## src/rtl/acg_pkg.sv

```systemverilog
// Overview of operation
// - with gain access set, high byte writes index, low byte writes data
// - gain registers are write only, never returned on reads
// - index 0x04 gain high, 0x07 gain low nibble, 0x08 gain add
// - gain upper eight bits in high register, lower four in low register
// - bit 5 set by hardware on conversion done, cleared by software
// - bit 4 reads busy; writing 1 starts only when source is 00b
// - bit 3 set on window match while enabled, stays set until software clears
// - bit 2 selects right (0) or left (1) justified result
// - bits 1:0 select start: busy write, timer 1, pin edge, timer 2
// - control register at 0xe8 page 0x00, bit addressable, resets 0
package acg_pkg;
    localparam logic [7:0] CTRL_ADDR     = 8'he8;
    localparam logic [7:0] CTRL_PAGE     = 8'h00;
    localparam logic [7:0] CONFIG_ADDR   = 8'hbc;
    localparam logic [7:0] RES_LOW_ADDR  = 8'hbd;
    localparam logic [7:0] RES_HIGH_ADDR = 8'hbe;
    localparam logic [7:0] CTRL_RESET    = 8'h00;
    localparam logic [7:0] CONFIG_RESET  = 8'h00;
    localparam int unsigned EN_BIT     = 7;
    localparam int unsigned BURST_BIT  = 6;
    localparam int unsigned DONE_BIT   = 5;
    localparam int unsigned BUSY_BIT   = 4;
    localparam int unsigned WIN_BIT    = 3;
    localparam int unsigned LJ_BIT     = 2;
    localparam int unsigned GAIN_EN_BIT = 0;
    localparam logic [1:0] SRC_SOFT   = 2'h0;
    localparam logic [1:0] SRC_TMR1   = 2'h1;
    localparam logic [1:0] SRC_PIN    = 2'h2;
    localparam logic [1:0] SRC_TMR2   = 2'h3;
    localparam logic [7:0] GIDX_HIGH  = 8'h04;
    localparam logic [7:0] GIDX_LOW   = 8'h07;
    localparam logic [7:0] GIDX_ADD   = 8'h08;
    localparam logic [11:0] GAIN_RESET = 12'h000;
    localparam int unsigned CONV_CYCLES = 16;
endpackage : acg_pkg

```

## src/rtl/acg_gain_if.sv

```systemverilog
`timescale 1ns/1ps
`default_nettype none
// carries indirect gain writes from the control block to the gain store
interface acg_gain_if;
    logic       wr;
    logic [7:0] idx;
    logic [7:0] data;
    logic [11:0] gain;
    logic       gain_add;
    modport ctrl  (output wr, output idx, output data,
                   input gain, input gain_add);
    modport store (input wr, input idx, input data,
                   output gain, output gain_add);
endinterface : acg_gain_if
`default_nettype wire

```

## src/rtl/acg_gain_store.sv

```systemverilog
`timescale 1ns/1ps
`default_nettype none
module acg_gain_store
    import acg_pkg::*;
(
    input  wire logic  clock_i,
    input  wire logic  sys_rst_i,
    acg_gain_if.store  gif
);
    logic [7:0] gain_high_reg;
    logic [3:0] gain_low_reg;
    logic       gain_add_bit;
    logic [7:0] next_gain_high;
    logic [3:0] next_gain_low;
    logic       next_gain_add;

    // index decode; unknown indices are dropped silently
    always_comb begin
        next_gain_high = gain_high_reg;
        next_gain_low  = gain_low_reg;
        next_gain_add  = gain_add_bit;
        if (gif.wr) begin
            unique case (gif.idx)
                GIDX_HIGH: next_gain_high = gif.data;
                GIDX_LOW:  next_gain_low = gif.data[7:4];
                GIDX_ADD:  next_gain_add = gif.data[0];
                default: ;
            endcase
        end
    end

    always_ff @(posedge clock_i or posedge sys_rst_i) begin
        if (sys_rst_i) begin
            gain_high_reg <= GAIN_RESET[11:4];
            gain_low_reg  <= GAIN_RESET[3:0];
            gain_add_bit  <= 1'b0;
        end else begin
            gain_high_reg <= next_gain_high;
            gain_low_reg  <= next_gain_low;
            gain_add_bit  <= next_gain_add;
        end
    end

    assign gif.gain     = {gain_high_reg, gain_low_reg};
    assign gif.gain_add = gain_add_bit;
endmodule : acg_gain_store
`default_nettype wire

```

## src/rtl/acg_control.sv

```systemverilog
`timescale 1ns/1ps
`default_nettype none
module acg_control
    import acg_pkg::*;
#(
    parameter int unsigned CONV_LEN = CONV_CYCLES
) (
    input  wire logic        clock_i,
    input  wire logic        sys_rst_i,
    input  wire logic [7:0]  sfr_addr_i,
    input  wire logic [7:0]  sfr_page_i,
    input  wire logic        sfr_wr_i,
    input  wire logic        sfr_rd_i,
    input  wire logic [7:0]  sfr_wdata_i,
    input  wire logic        sfr_bit_wr_i,
    input  wire logic [2:0]  sfr_bit_sel_i,
    input  wire logic        sfr_bit_val_i,
    output logic      [7:0]  sfr_rdata_o,
    input  wire logic        timer1_ovf_i,
    input  wire logic        timer2_ovf_i,
    input  wire logic        external_convert_start_i,
    input  wire logic [11:0] sample_i,
    input  wire logic        window_match_i,
    output logic             converter_enable_o,
    output logic             burst_mode_enable_o,
    output logic             conversion_busy_o,
    output logic             conv_start_o,
    output logic      [11:0] gain_o,
    output logic             gain_add_bit_o
);
    localparam int unsigned CW = $clog2(CONV_LEN + 1);
    localparam logic [CW-1:0] CONV_LAST = CW'(CONV_LEN - 1);

    acg_gain_if gif ();

    logic [7:0]    converter_control_reg;
    logic [7:0]    converter_config_reg;
    logic [7:0]    result_low_byte;
    logic [7:0]    result_high_byte;
    logic [CW-1:0] conv_cnt;
    logic [7:0]    rdata;
    logic          cnv_meta;
    logic          cnv_sync;
    logic          cnv_prev;
    logic          conv_start;
    logic          gain_wr;
    logic [7:0]    gain_idx;
    logic [7:0]    gain_data;
    logic [11:0]   gain_q;
    logic          gain_add_q;

    logic [7:0]    next_control;
    logic [7:0]    next_config;
    logic [7:0]    next_res_low;
    logic [7:0]    next_res_high;
    logic [CW-1:0] next_conv_cnt;
    logic [7:0]    next_rdata;
    logic          next_gain_wr;
    logic [7:0]    next_gain_idx;
    logic [7:0]    next_gain_data;
    logic          next_conv_start;

    logic          ctrl_sel;
    logic          cfg_sel;
    logic          low_sel;
    logic          high_sel;
    logic          trig;
    logic          hw_trig;
    logic          soft_start;
    logic          finish;
    logic [7:0]    wr_image;
    logic          ctrl_wr;
    logic [15:0]   justified;

    // page 0x00 decode; the other registers are visible on any page
    always_comb begin
        ctrl_sel = (sfr_addr_i == CTRL_ADDR) && (sfr_page_i == CTRL_PAGE);
        cfg_sel  = (sfr_addr_i == CONFIG_ADDR);
        low_sel  = (sfr_addr_i == RES_LOW_ADDR);
        high_sel = (sfr_addr_i == RES_HIGH_ADDR);
    end

    // bit writes merge into the current control image
    always_comb begin
        wr_image = converter_control_reg;
        ctrl_wr  = 1'b0;
        if (ctrl_sel && sfr_wr_i) begin
            wr_image = sfr_wdata_i;
            ctrl_wr  = 1'b1;
        end else if (ctrl_sel && sfr_bit_wr_i) begin
            wr_image[sfr_bit_sel_i] = sfr_bit_val_i;
            ctrl_wr  = 1'b1;
        end
    end

    // hardware start sources; the pin edge is taken after a two-stage sync
    always_comb begin
        hw_trig = 1'b0;
        unique case (converter_control_reg[1:0])
            SRC_SOFT: hw_trig = 1'b0;
            SRC_TMR1: hw_trig = timer1_ovf_i;
            SRC_PIN:  hw_trig = cnv_sync && !cnv_prev;
            SRC_TMR2: hw_trig = timer2_ovf_i;
        endcase
    end

    // a busy write is judged by the image it writes, so one write may
    // enable the converter, pick source 00b and start it together
    always_comb begin
        soft_start = ctrl_wr && wr_image[BUSY_BIT]
                     && (wr_image[1:0] == SRC_SOFT);
    end

    // wr_image equals the register when nothing is written, so a write
    // that disables the converter also drops a same-cycle trigger
    always_comb begin
        trig   = (hw_trig || soft_start) && wr_image[EN_BIT]
                 && !converter_control_reg[BUSY_BIT];
        finish = converter_control_reg[BUSY_BIT] && (conv_cnt == CONV_LAST);
    end

    // result placement in the high/low pair; left justify leaves the
    // low nibble of the low byte zero
    always_comb begin
        if (converter_control_reg[LJ_BIT]) begin
            justified = {sample_i, 4'h0};
        end else begin
            justified = {4'h0, sample_i};
        end
    end

    // control, config and result next values
    always_comb begin
        next_control  = converter_control_reg;
        next_config   = converter_config_reg;
        next_res_low  = result_low_byte;
        next_res_high = result_high_byte;
        next_conv_cnt = conv_cnt;
        next_conv_start = 1'b0;
        if (ctrl_wr) begin
            next_control[EN_BIT]    = wr_image[EN_BIT];
            next_control[BURST_BIT] = wr_image[BURST_BIT];
            next_control[DONE_BIT]  = wr_image[DONE_BIT];
            next_control[WIN_BIT]   = wr_image[WIN_BIT];
            next_control[LJ_BIT]    = wr_image[LJ_BIT];
            next_control[1:0]       = wr_image[1:0];
        end
        if (cfg_sel && sfr_wr_i) begin
            next_config = sfr_wdata_i;
        end
        // result bytes take software writes only while gain access is clear
        if (!converter_config_reg[GAIN_EN_BIT]) begin
            if (high_sel && sfr_wr_i) begin
                next_res_high = sfr_wdata_i;
            end
            if (low_sel && sfr_wr_i) begin
                next_res_low = sfr_wdata_i;
            end
        end
        if (trig) begin
            next_control[BUSY_BIT] = 1'b1;
            next_conv_cnt   = '0;
            next_conv_start = 1'b1;
        end else if (finish) begin
            next_control[BUSY_BIT] = 1'b0;
            next_control[DONE_BIT] = 1'b1;
            next_res_high = justified[15:8];
            next_res_low  = justified[7:0];
        end else if (converter_control_reg[BUSY_BIT]) begin
            next_conv_cnt = conv_cnt + CW'(1);
        end
        // hardware set wins over a software clear in the same cycle
        if (window_match_i && converter_control_reg[EN_BIT]) begin
            next_control[WIN_BIT] = 1'b1;
        end
        // disabling aborts any conversion in flight
        if (!next_control[EN_BIT]) begin
            next_control[BUSY_BIT] = 1'b0;
        end
    end

    // index and data ports reroute while gain access is set; the index
    // is kept, so several data writes may follow one index write
    always_comb begin
        next_gain_wr   = 1'b0;
        next_gain_idx  = gain_idx;
        next_gain_data = gain_data;
        if (converter_config_reg[GAIN_EN_BIT]) begin
            if (high_sel && sfr_wr_i) begin
                next_gain_idx = sfr_wdata_i;
            end
            if (low_sel && sfr_wr_i) begin
                next_gain_data = sfr_wdata_i;
                next_gain_wr   = 1'b1;
            end
        end
    end

    // gain port registers; the write pulse reaches the store one cycle
    // after the bus write, which the store absorbs without a stall
    always_ff @(posedge clock_i or posedge sys_rst_i) begin
        if (sys_rst_i) begin
            gain_wr   <= 1'b0;
            gain_idx  <= 8'h00;
            gain_data <= 8'h00;
        end else begin
            gain_wr   <= next_gain_wr;
            gain_idx  <= next_gain_idx;
            gain_data <= next_gain_data;
        end
    end

    // read mux; gain registers have no read path at all, so a read
    // while gain access is set still shows the result bytes
    always_comb begin
        next_rdata = 8'h00;
        if (sfr_rd_i) begin
            if (ctrl_sel) begin
                next_rdata = converter_control_reg;
            end else if (cfg_sel) begin
                next_rdata = converter_config_reg;
            end else if (low_sel) begin
                next_rdata = result_low_byte;
            end else if (high_sel) begin
                next_rdata = result_high_byte;
            end
        end
    end

    // read data register; zero outside a read so the bus may or-merge it
    // with other peripherals
    always_ff @(posedge clock_i or posedge sys_rst_i) begin
        if (sys_rst_i) begin
            rdata <= 8'h00;
        end else begin
            rdata <= next_rdata;
        end
    end

    // pin synchroniser: first stage feeds only the second; the third
    // flop only keeps the old level for the rising edge detect
    always_ff @(posedge clock_i or posedge sys_rst_i) begin
        if (sys_rst_i) begin
            cnv_meta <= 1'b0;
            cnv_sync <= 1'b0;
            cnv_prev <= 1'b0;
        end else begin
            cnv_meta <= external_convert_start_i;
            cnv_sync <= cnv_meta;
            cnv_prev <= cnv_sync;
        end
    end

    // register the next values
    always_ff @(posedge clock_i or posedge sys_rst_i) begin
        if (sys_rst_i) begin
            converter_control_reg <= CTRL_RESET;
            converter_config_reg  <= CONFIG_RESET;
            result_low_byte       <= 8'h00;
            result_high_byte      <= 8'h00;
            conv_cnt              <= '0;
            conv_start            <= 1'b0;
        end else begin
            converter_control_reg <= next_control;
            converter_config_reg  <= next_config;
            result_low_byte       <= next_res_low;
            result_high_byte      <= next_res_high;
            conv_cnt              <= next_conv_cnt;
            conv_start            <= next_conv_start;
        end
    end

    // bus side of the gain port
    assign gif.wr   = gain_wr;
    assign gif.idx  = gain_idx;
    assign gif.data = gain_data;
    assign gain_q     = gif.gain;
    assign gain_add_q = gif.gain_add;

    // the store keeps its own index decode; this side only sees the port
    acg_gain_store u_store (
        .clock_i   (clock_i),
        .sys_rst_i (sys_rst_i),
        .gif       (gif)
    );

    // gain outputs retimed so every output leaves a flip-flop
    always_ff @(posedge clock_i or posedge sys_rst_i) begin
        if (sys_rst_i) begin
            gain_o         <= GAIN_RESET;
            gain_add_bit_o <= 1'b0;
        end else begin
            gain_o         <= gain_q;
            gain_add_bit_o <= gain_add_q;
        end
    end

    // every output below is a register or a register bit
    assign sfr_rdata_o         = rdata;
    assign converter_enable_o  = converter_control_reg[EN_BIT];
    assign burst_mode_enable_o = converter_control_reg[BURST_BIT];
    assign conversion_busy_o   = converter_control_reg[BUSY_BIT];
    assign conv_start_o        = conv_start;
endmodule : acg_control
`default_nettype wire

```

## config.mk

```make
export PLATFORM = sky130hd
export DESIGN_NAME = acg_control
export DESIGN_NICKNAME = d
export VERILOG_FILES = /design/src/rtl/acg_pkg.sv /design/src/rtl/acg_gain_if.sv /design/src/rtl/acg_gain_store.sv /design/src/rtl/acg_control.sv
export SDC_FILE = /design/constraint.sdc
export NUM_CORES = 1
export LEC_CHECK = 0
export BUFFER_PORTS_ARGS = -buffer_cell sky130_fd_sc_hd__buf_2
export CORE_ASPECT_RATIO = 0.5
export CORE_MARGIN = 2
export CORE_UTILIZATION = 50
export DETAILED_ROUTE_END_ITERATION = 10
export GPL_TIMING_DRIVEN = 0
export PLACE_DENSITY_LB_ADDON = 0.1
export SLEW_MARGIN = 25
export SYNTH_ARGS = -nofsm -noshare
export SYNTH_HDL_FRONTEND = slang
export SYNTH_SLANG_ARGS = --single-unit
```

## constraint.sdc

```tcl
create_clock -name clock_i -period 4.1 [get_ports clock_i]
set_input_delay 0.205 -clock clock_i [delete_from_list [all_inputs] [get_ports clock_i]]
set_output_delay 0.205 -clock clock_i [all_outputs]
set_load 0.01 [all_outputs]
```

---- Yosys cells after proc, flatten, opt, wreduce, memory -nomap -nowiden ----
Cells that the tools add are included.
word-level totals
  flip-flop bits (word level) ............. 92
  output and inout bits ................... 25
operators by class
  add/subtract/negate cells ............... 1
  $lt $le $gt $ge ......................... 2
  eq/ne operators ......................... 13
  mux-type cells .......................... 35
  reduce and logical (&&, ||, !) cells .... 32
operator list
  operator                                                                number
  8-bit 2-to-1 mux                                                        15
  8-bit equality test (second input constant)                             4
  8-bit by 3-bit equality test with 1-bit output (second input constant)  2
  16-bit 2-to-1 mux                                                       1
  2-bit AND reduction                                                     8
  5-bit 2-to-1 mux                                                        3
  1-bit logical AND                                                       14
  1-bit 2-to-1 mux                                                        10
  8-bit bitwise mux                                                       1
  8-bit by 4-bit equality test with 1-bit output (second input constant)  1
  8-bit logical NOT                                                       1
  2-bit nonzero test                                                      3
  5-bit by 1-bit adder with 5-bit output (second input constant)          1
  5-bit by 4-bit equality test with 1-bit output (second input constant)  1
  2-bit equality test (second input constant)                             2
  2-bit logical NOT                                                       2
  3-bit by 4-bit < comparator with 1-bit output (second input constant)   1
  4-bit 2-to-1 mux                                                        1
  1-bit case mux with 4 select lines                                      1
  1-bit demux with 3-bit select                                           1
  3-bit by 1-bit >= comparator with 1-bit output (second input constant)  1
  3-bit 2-to-1 mux                                                        1
  3-bit by 1-bit != test with 1-bit output (second input constant)        1
  3-bit nonzero test                                                      1
  5 further kinds                                                         6

---- Longest topological paths before layout ----
  depth in word-level cells ............... 14
  gate-level depth with buffers ........... 9
  depth with buffers taken out ............ 6

---- Modules after synthesis ----
Synthesis repeated with hierarchy kept, for this count alone.
unflattened totals
  cells, all modules ...................... 381
  area, all modules ....................... 4385.5 um2
by module, submodules not included
  module          instances  cells an instance  area an instance (um2)  sequential area each (um2)
  acg_control     1          348                3816.2                  1976.9
  acg_gain_store  1          33                 569.3                   325.3

---- Least setup slack after synthesis ----
No wires, ideal clock.
  path kind ............................... input port to flip-flop
  start ................................... in sfr_page_i[3]
  end ..................................... reg converter_control_reg[5]
  library setup time ...................... 0.134 ns
  arrival ................................. 1.808 ns
  required time ........................... 3.966 ns
  path slack .............................. 2.157 ns
  stages on the path ...................... 8
  buffers on the path ..................... 2
  cell sequence ........................... or4b_2 nor4_4 and2_1 buf_6 buf_6 o21ai_2 a22oi_1 nand2_1
between the ends
  longest elaborated chain between the ends .. 11
  elaborated cells between the ends (all ways) .. 17
  classes of those cells .................. mux (7); reduce/logical (10)
RTL lines
  element                                                        line                                    source
  from (decl)                                                    acg_control.sv:11                       input wire logic [7:0] sfr_page_i,
  8-bit logical NOT (*)                                          acg_control.sv:77                       ctrl_sel = (sfr_addr_i == CTRL_ADDR) && (sfr_page_i == CTRL_PAGE);
  1-bit logical AND (*)                                          acg_control.sv:77
  1-bit logical AND                                              acg_control.sv:90                       end else if (ctrl_sel && sfr_bit_wr_i) begin
  8-bit 2-to-1 mux / 1-bit 2-to-1 mux (equally long branches)    acg_control.sv:90
  8-bit 2-to-1 mux / 1-bit 2-to-1 mux (equally long branches)    acg_control.sv:87                       if (ctrl_sel && sfr_wr_i) begin
  2-bit logical NOT / 1-bit logical AND (equally long branches)  acg_control.sv:111, acg_control.sv:110
  1-bit logical AND                                              acg_control.sv:111                      && (wr_image[1:0] == SRC_SOFT);
  1-bit logical OR                                               acg_control.sv:117                      trig = (hw_trig || soft_start) && wr_image[EN_BIT]
  1-bit logical AND                                              acg_control.sv:117
  1-bit logical AND                                              acg_control.sv:118                      && !converter_control_reg[BUSY_BIT];
  1-bit 2-to-1 mux (*)                                           acg_control.sv:160                      if (trig) begin
  net next_control[5]                                            acg_control.sv:52                       logic [7:0] next_control;
  to (signal assigned)                                           acg_control.sv:264                      converter_control_reg <= next_control;
  to (decl)                                                      acg_control.sv:36                       logic [7:0] converter_control_reg;
The timed path passes the listed nets; every way through them passes the cells marked *. The select of a mux whose other input is x is not followed.
A chain may end at the register's enable or synchronous reset.

---- Worst setup path in the final report ----
  start ................................... reg conv_cnt[0]
  end ..................................... reg result_high_byte[4]
between the ends
  longest elaborated chain between the ends .. 4
RTL lines
  element                                         line                source
  from (decl)                                     acg_control.sv:40   logic [CW-1:0] conv_cnt;
  from (signal assigned)                          acg_control.sv:268  conv_cnt <= next_conv_cnt;
  5-bit by 4-bit equality test with 1-bit output  acg_control.sv:119  finish = converter_control_reg[BUSY_BIT] && (conv_cnt == CONV_LAST);
  1-bit logical AND                               acg_control.sv:119
  8-bit 2-to-1 mux                                acg_control.sv:164  end else if (finish) begin
  8-bit 2-to-1 mux                                acg_control.sv:160
  net next_res_high[4]                            acg_control.sv:55   logic [7:0] next_res_high;
  to (signal assigned)                            acg_control.sv:267  result_high_byte <= next_res_high;
  to (decl)                                       acg_control.sv:39   logic [7:0] result_high_byte;
The timed path passes the listed nets, and every way through them passes these cells.

==> metrics.md <==
| Metric | Value |
|---|---|
| Largest net degree at the start of global routing | `67` |
| Layout fillers | `about 660` |
| Clk_lat worst skew | `between 0.3 and 0.4 ns` |
| Max-Slew Margin vs Limit | `slightly above 50%` |
| Mean cell area of the mapped netlist | `around 12 um2` |
| Startpoint type of the worst setup path | `flop` |
| Clock root cell | `clkbuf_16` |
| Routability Congestion | `0.879` |
| Hold buffer count at CTS | `2` |
| Lkg Pwr | `2.39 nW` |
| CTS H-tree lvls | `3` |
| Register area share after synthesis | `between 50 and 60%` |
| Placed cell area | `~0.0048 mm2` |
| Die area | `approximately 0.0093 mm2` |
| Initial antenna violation count | `0` |
| Die width | `~130 um` |
| Nets | `between 400 and 500` |
| Post-synth EDFFs | `0` |
| Setup WS post-layout | `between 1.5 and 2 ns` |
| Worst path arrival time | `2.65 ns` |
| # IOs | `74` |
| Syn-to-layout area delta | `20.4%` |
| Skew final | `around 0.0043 ns` |
| Syn nets | `roughly 420` |
| Total number of vias | `between 3000 and 4000` |
| ANT nets after route | `0` |
| Total gr overflow | `0` |
| Yosys reg bits | `92` |
| Final worst path period need | `2.46 ns` |
| Most common cell in the netlist | `dfrtp_1` |
| Top_reg_cell synth | `dfrtp_1` |
| WL/cell | `around 17 um` |
| Core Area | `0.00812 mm2` |
| Crit share post-route | `approximately three fifths` |
| Postcts setup bufs | `0` |
| Hold Vio Cnt, Final | `0` |
| Initial Utilization | `approximately 52%` |
| Final WL | `~9500 um` |
| Total CTS buffers | `9` |
| Worst Path Max Fanout | `10` |
| Synth Warn # | `0` |
| Synth top area cells | `dfrtp_1 (54%), mux2_2 (10%), mux2i_1 (6.6%)` |
| Slew Limit Fails | `0` |
| CTS-repair resized insts | `0` |
| CP cell instances | `ha_1 -> and3_1 -> ha_1 -> clkbuf_1 -> and2_1 -> clkbuf_1 -> clkbuf_1 -> o21ai_0` |
| Min-delay worst type | `primary input to flop` |
| Multi-input gate area | `around 0.0018 mm2` |
| Buffer depth of the longest clock path | `2` |
| CP Launch Point | `conv_cnt[0]` |
| Initial DRC count | `between 200 and 250` |
| DRT Pass-1 Iters | `5` |
| Unrepaired setup endpoints after global routing | `no` |
| CP endpoint kind | `flop` |
| Number of inserted diodes | `0` |
| Final number of setup-violating endpoints | `0` |
| Post-synth ARST share | `100%` |
| Max FFs per register | `12` |
| CP most frequent cell | `clkbuf_1` |
| CP max stage cell | `clkbuf_1` |
| Vias in the first global route | `3151` |
| Pwr dens | `378 mW/mm2` |
| Worst hold start | `sample_i[10]` |
| Place WS | `about 1.7 ns` |
| Seq. cell area | `between 0.002 and 0.0025 mm2` |
| Clk pin slew, worst setup/hold paths | `~0.060 ns` |
| CTS tree | `done` |
| Sum of negative setup slack | `0 ns` |
| Worst IR drop on VDD | `a little over 300 uV` |
| Count of cell types in the netlist | `53` |
| Number of max-cap violations | `0` |
| Top reg by flops | `gain_o` |
| Synthesized cell area | `around 0.0042 mm2` |
| Final Cell Area | `roughly 0.005 mm2` |
| GRT Total Usage | `22.2%` |
| Status | `finished clean` |
| Port Buf Inserts | `approximately 70` |
| Post-Synthesis Cells | `~370` |
| Post-synth top area cell | `dfrtp_1` |
| Share of cells above drive strength 1 | `30.8%` |
| Crit Reg-Reg Startpoint | `conv_cnt[0]` |
| Via density | `between 5 and 6` |
| Post-route DRC | `0` |
| Synth top area share | `between 50% and 60%` |
| Setup CP Type | `flop to flop` |
| Worst-Margin Slew | `just over 0.7 ns` |
| Most frequent cells after synthesis | `dfrtp_1 (92), mux2_2 (38), nand2_1 (31), mux2i_1 (28), o21ai_0 (20)` |
| DP HPWL | `about 7000 um` |
| Fmax | `between 400 and 500 MHz` |
| First-pass GRT wire length | `between 15000 and 20000 um` |
| Clock sinks | `slightly above 90` |
| Max incr delay on CP | `around 0.46 ns` |
| WP data required | `roughly 4.3 ns` |
| Cell row count | `23` |
| Height of the die | `between 60 and 70 um` |
## cell usage in the layout (no fill, tap or decap), types with 4 or more instances in the layout
cell type	n
a211oi_1	9
a21oi_1	13
a22oi_1	12
and2_1	6
buf_2	70
clkbuf_1	16
clkbuf_16	9
dfrtp_1	92
inv_1	4
mux2_2	38
mux2i_1	28
nand2_1	31
nand3_1	9
nor2_1	5
nor2b_1	14
nor3_1	5
nor3b_1	5
o21ai_0	20
o21ai_1	5
o22ai_1	4
## cells by family after synthesis
group,synth area share (%)
AO/OA/AOI/OAI,11.1
XOR/XNOR,0.620
adder cells (fa/ha/maj),0.590
buffers and inverters,2.89
flip-flops,54.3
multiplexers,16.7
AND/OR/NAND/NOR,13.8
## metrics by stage
step / utilization, % / instances / hold slack (ns) / total power [mW]
after global placement: 58.2 / 545 / 0.313 / 1.06
after global routing: 62.9 / 563 / 0.107 / 2.01
after CTS: 62.8 / 563 / 0.109 / 1.95
final: 62.9 / 563 / 0.121 / 1.93
after detailed placement: 58.6 / 546 / 0.183 / 1.06
after floorplan: - / 365 / 0.236 / 1.01
## layer usage
metal	GRT usage [%]	wire [um]
met1	31.0	4480
met2	34.4	4400
met3	5.81	480
met4	6.43	107
met5	0	0
## cell type report
class,instances,area share [%]
Sequential cell,92,45.1
Multi-Input combinational cell,245,35.8
Timing Repair Buffer,71,7.60
Clock buffer,9,4.41
Tap cell,112,2.75
Clock inverter,6,1.89
Buffer,21,1.89
Inverter,7,0.613
## worst max-delay path, delay by kind of cell, from the launching register on
kind | cells | cell delay (ns)
fa+ha+maj | 2 | 0.32
flops | 1 | 0.40
simple gates | 2 | 0.33
compound gates | 1 | 0.20
buf+inv | 3 | 1.05
## where the power goes
group | total, mW | leakage [nW] | switching, mW | internal [mW]
combinational | 0.120 | 1.02 | 0.0728 | 0.0470
clock | 0.882 | 0.154 | 0.344 | 0.538
sequential | 0.930 | 1.22 | 0.00750 | 0.922
## final timing paths
path	endpoint	slack [ns]	cells after the start
min in group asynchronous	gain_o[4]	0.37	3
setup reg to reg	result_high_byte[4]	1.64	8
max in group asynchronous	result_high_byte[2]	3.14	4
setup / recovery	result_high_byte[4]	1.64	8
hold / removal	result_high_byte[6]	0.12	3
hold reg to reg	cnv_sync	0.35	0
No activity file was read; power rests on OpenSTA's default activity.
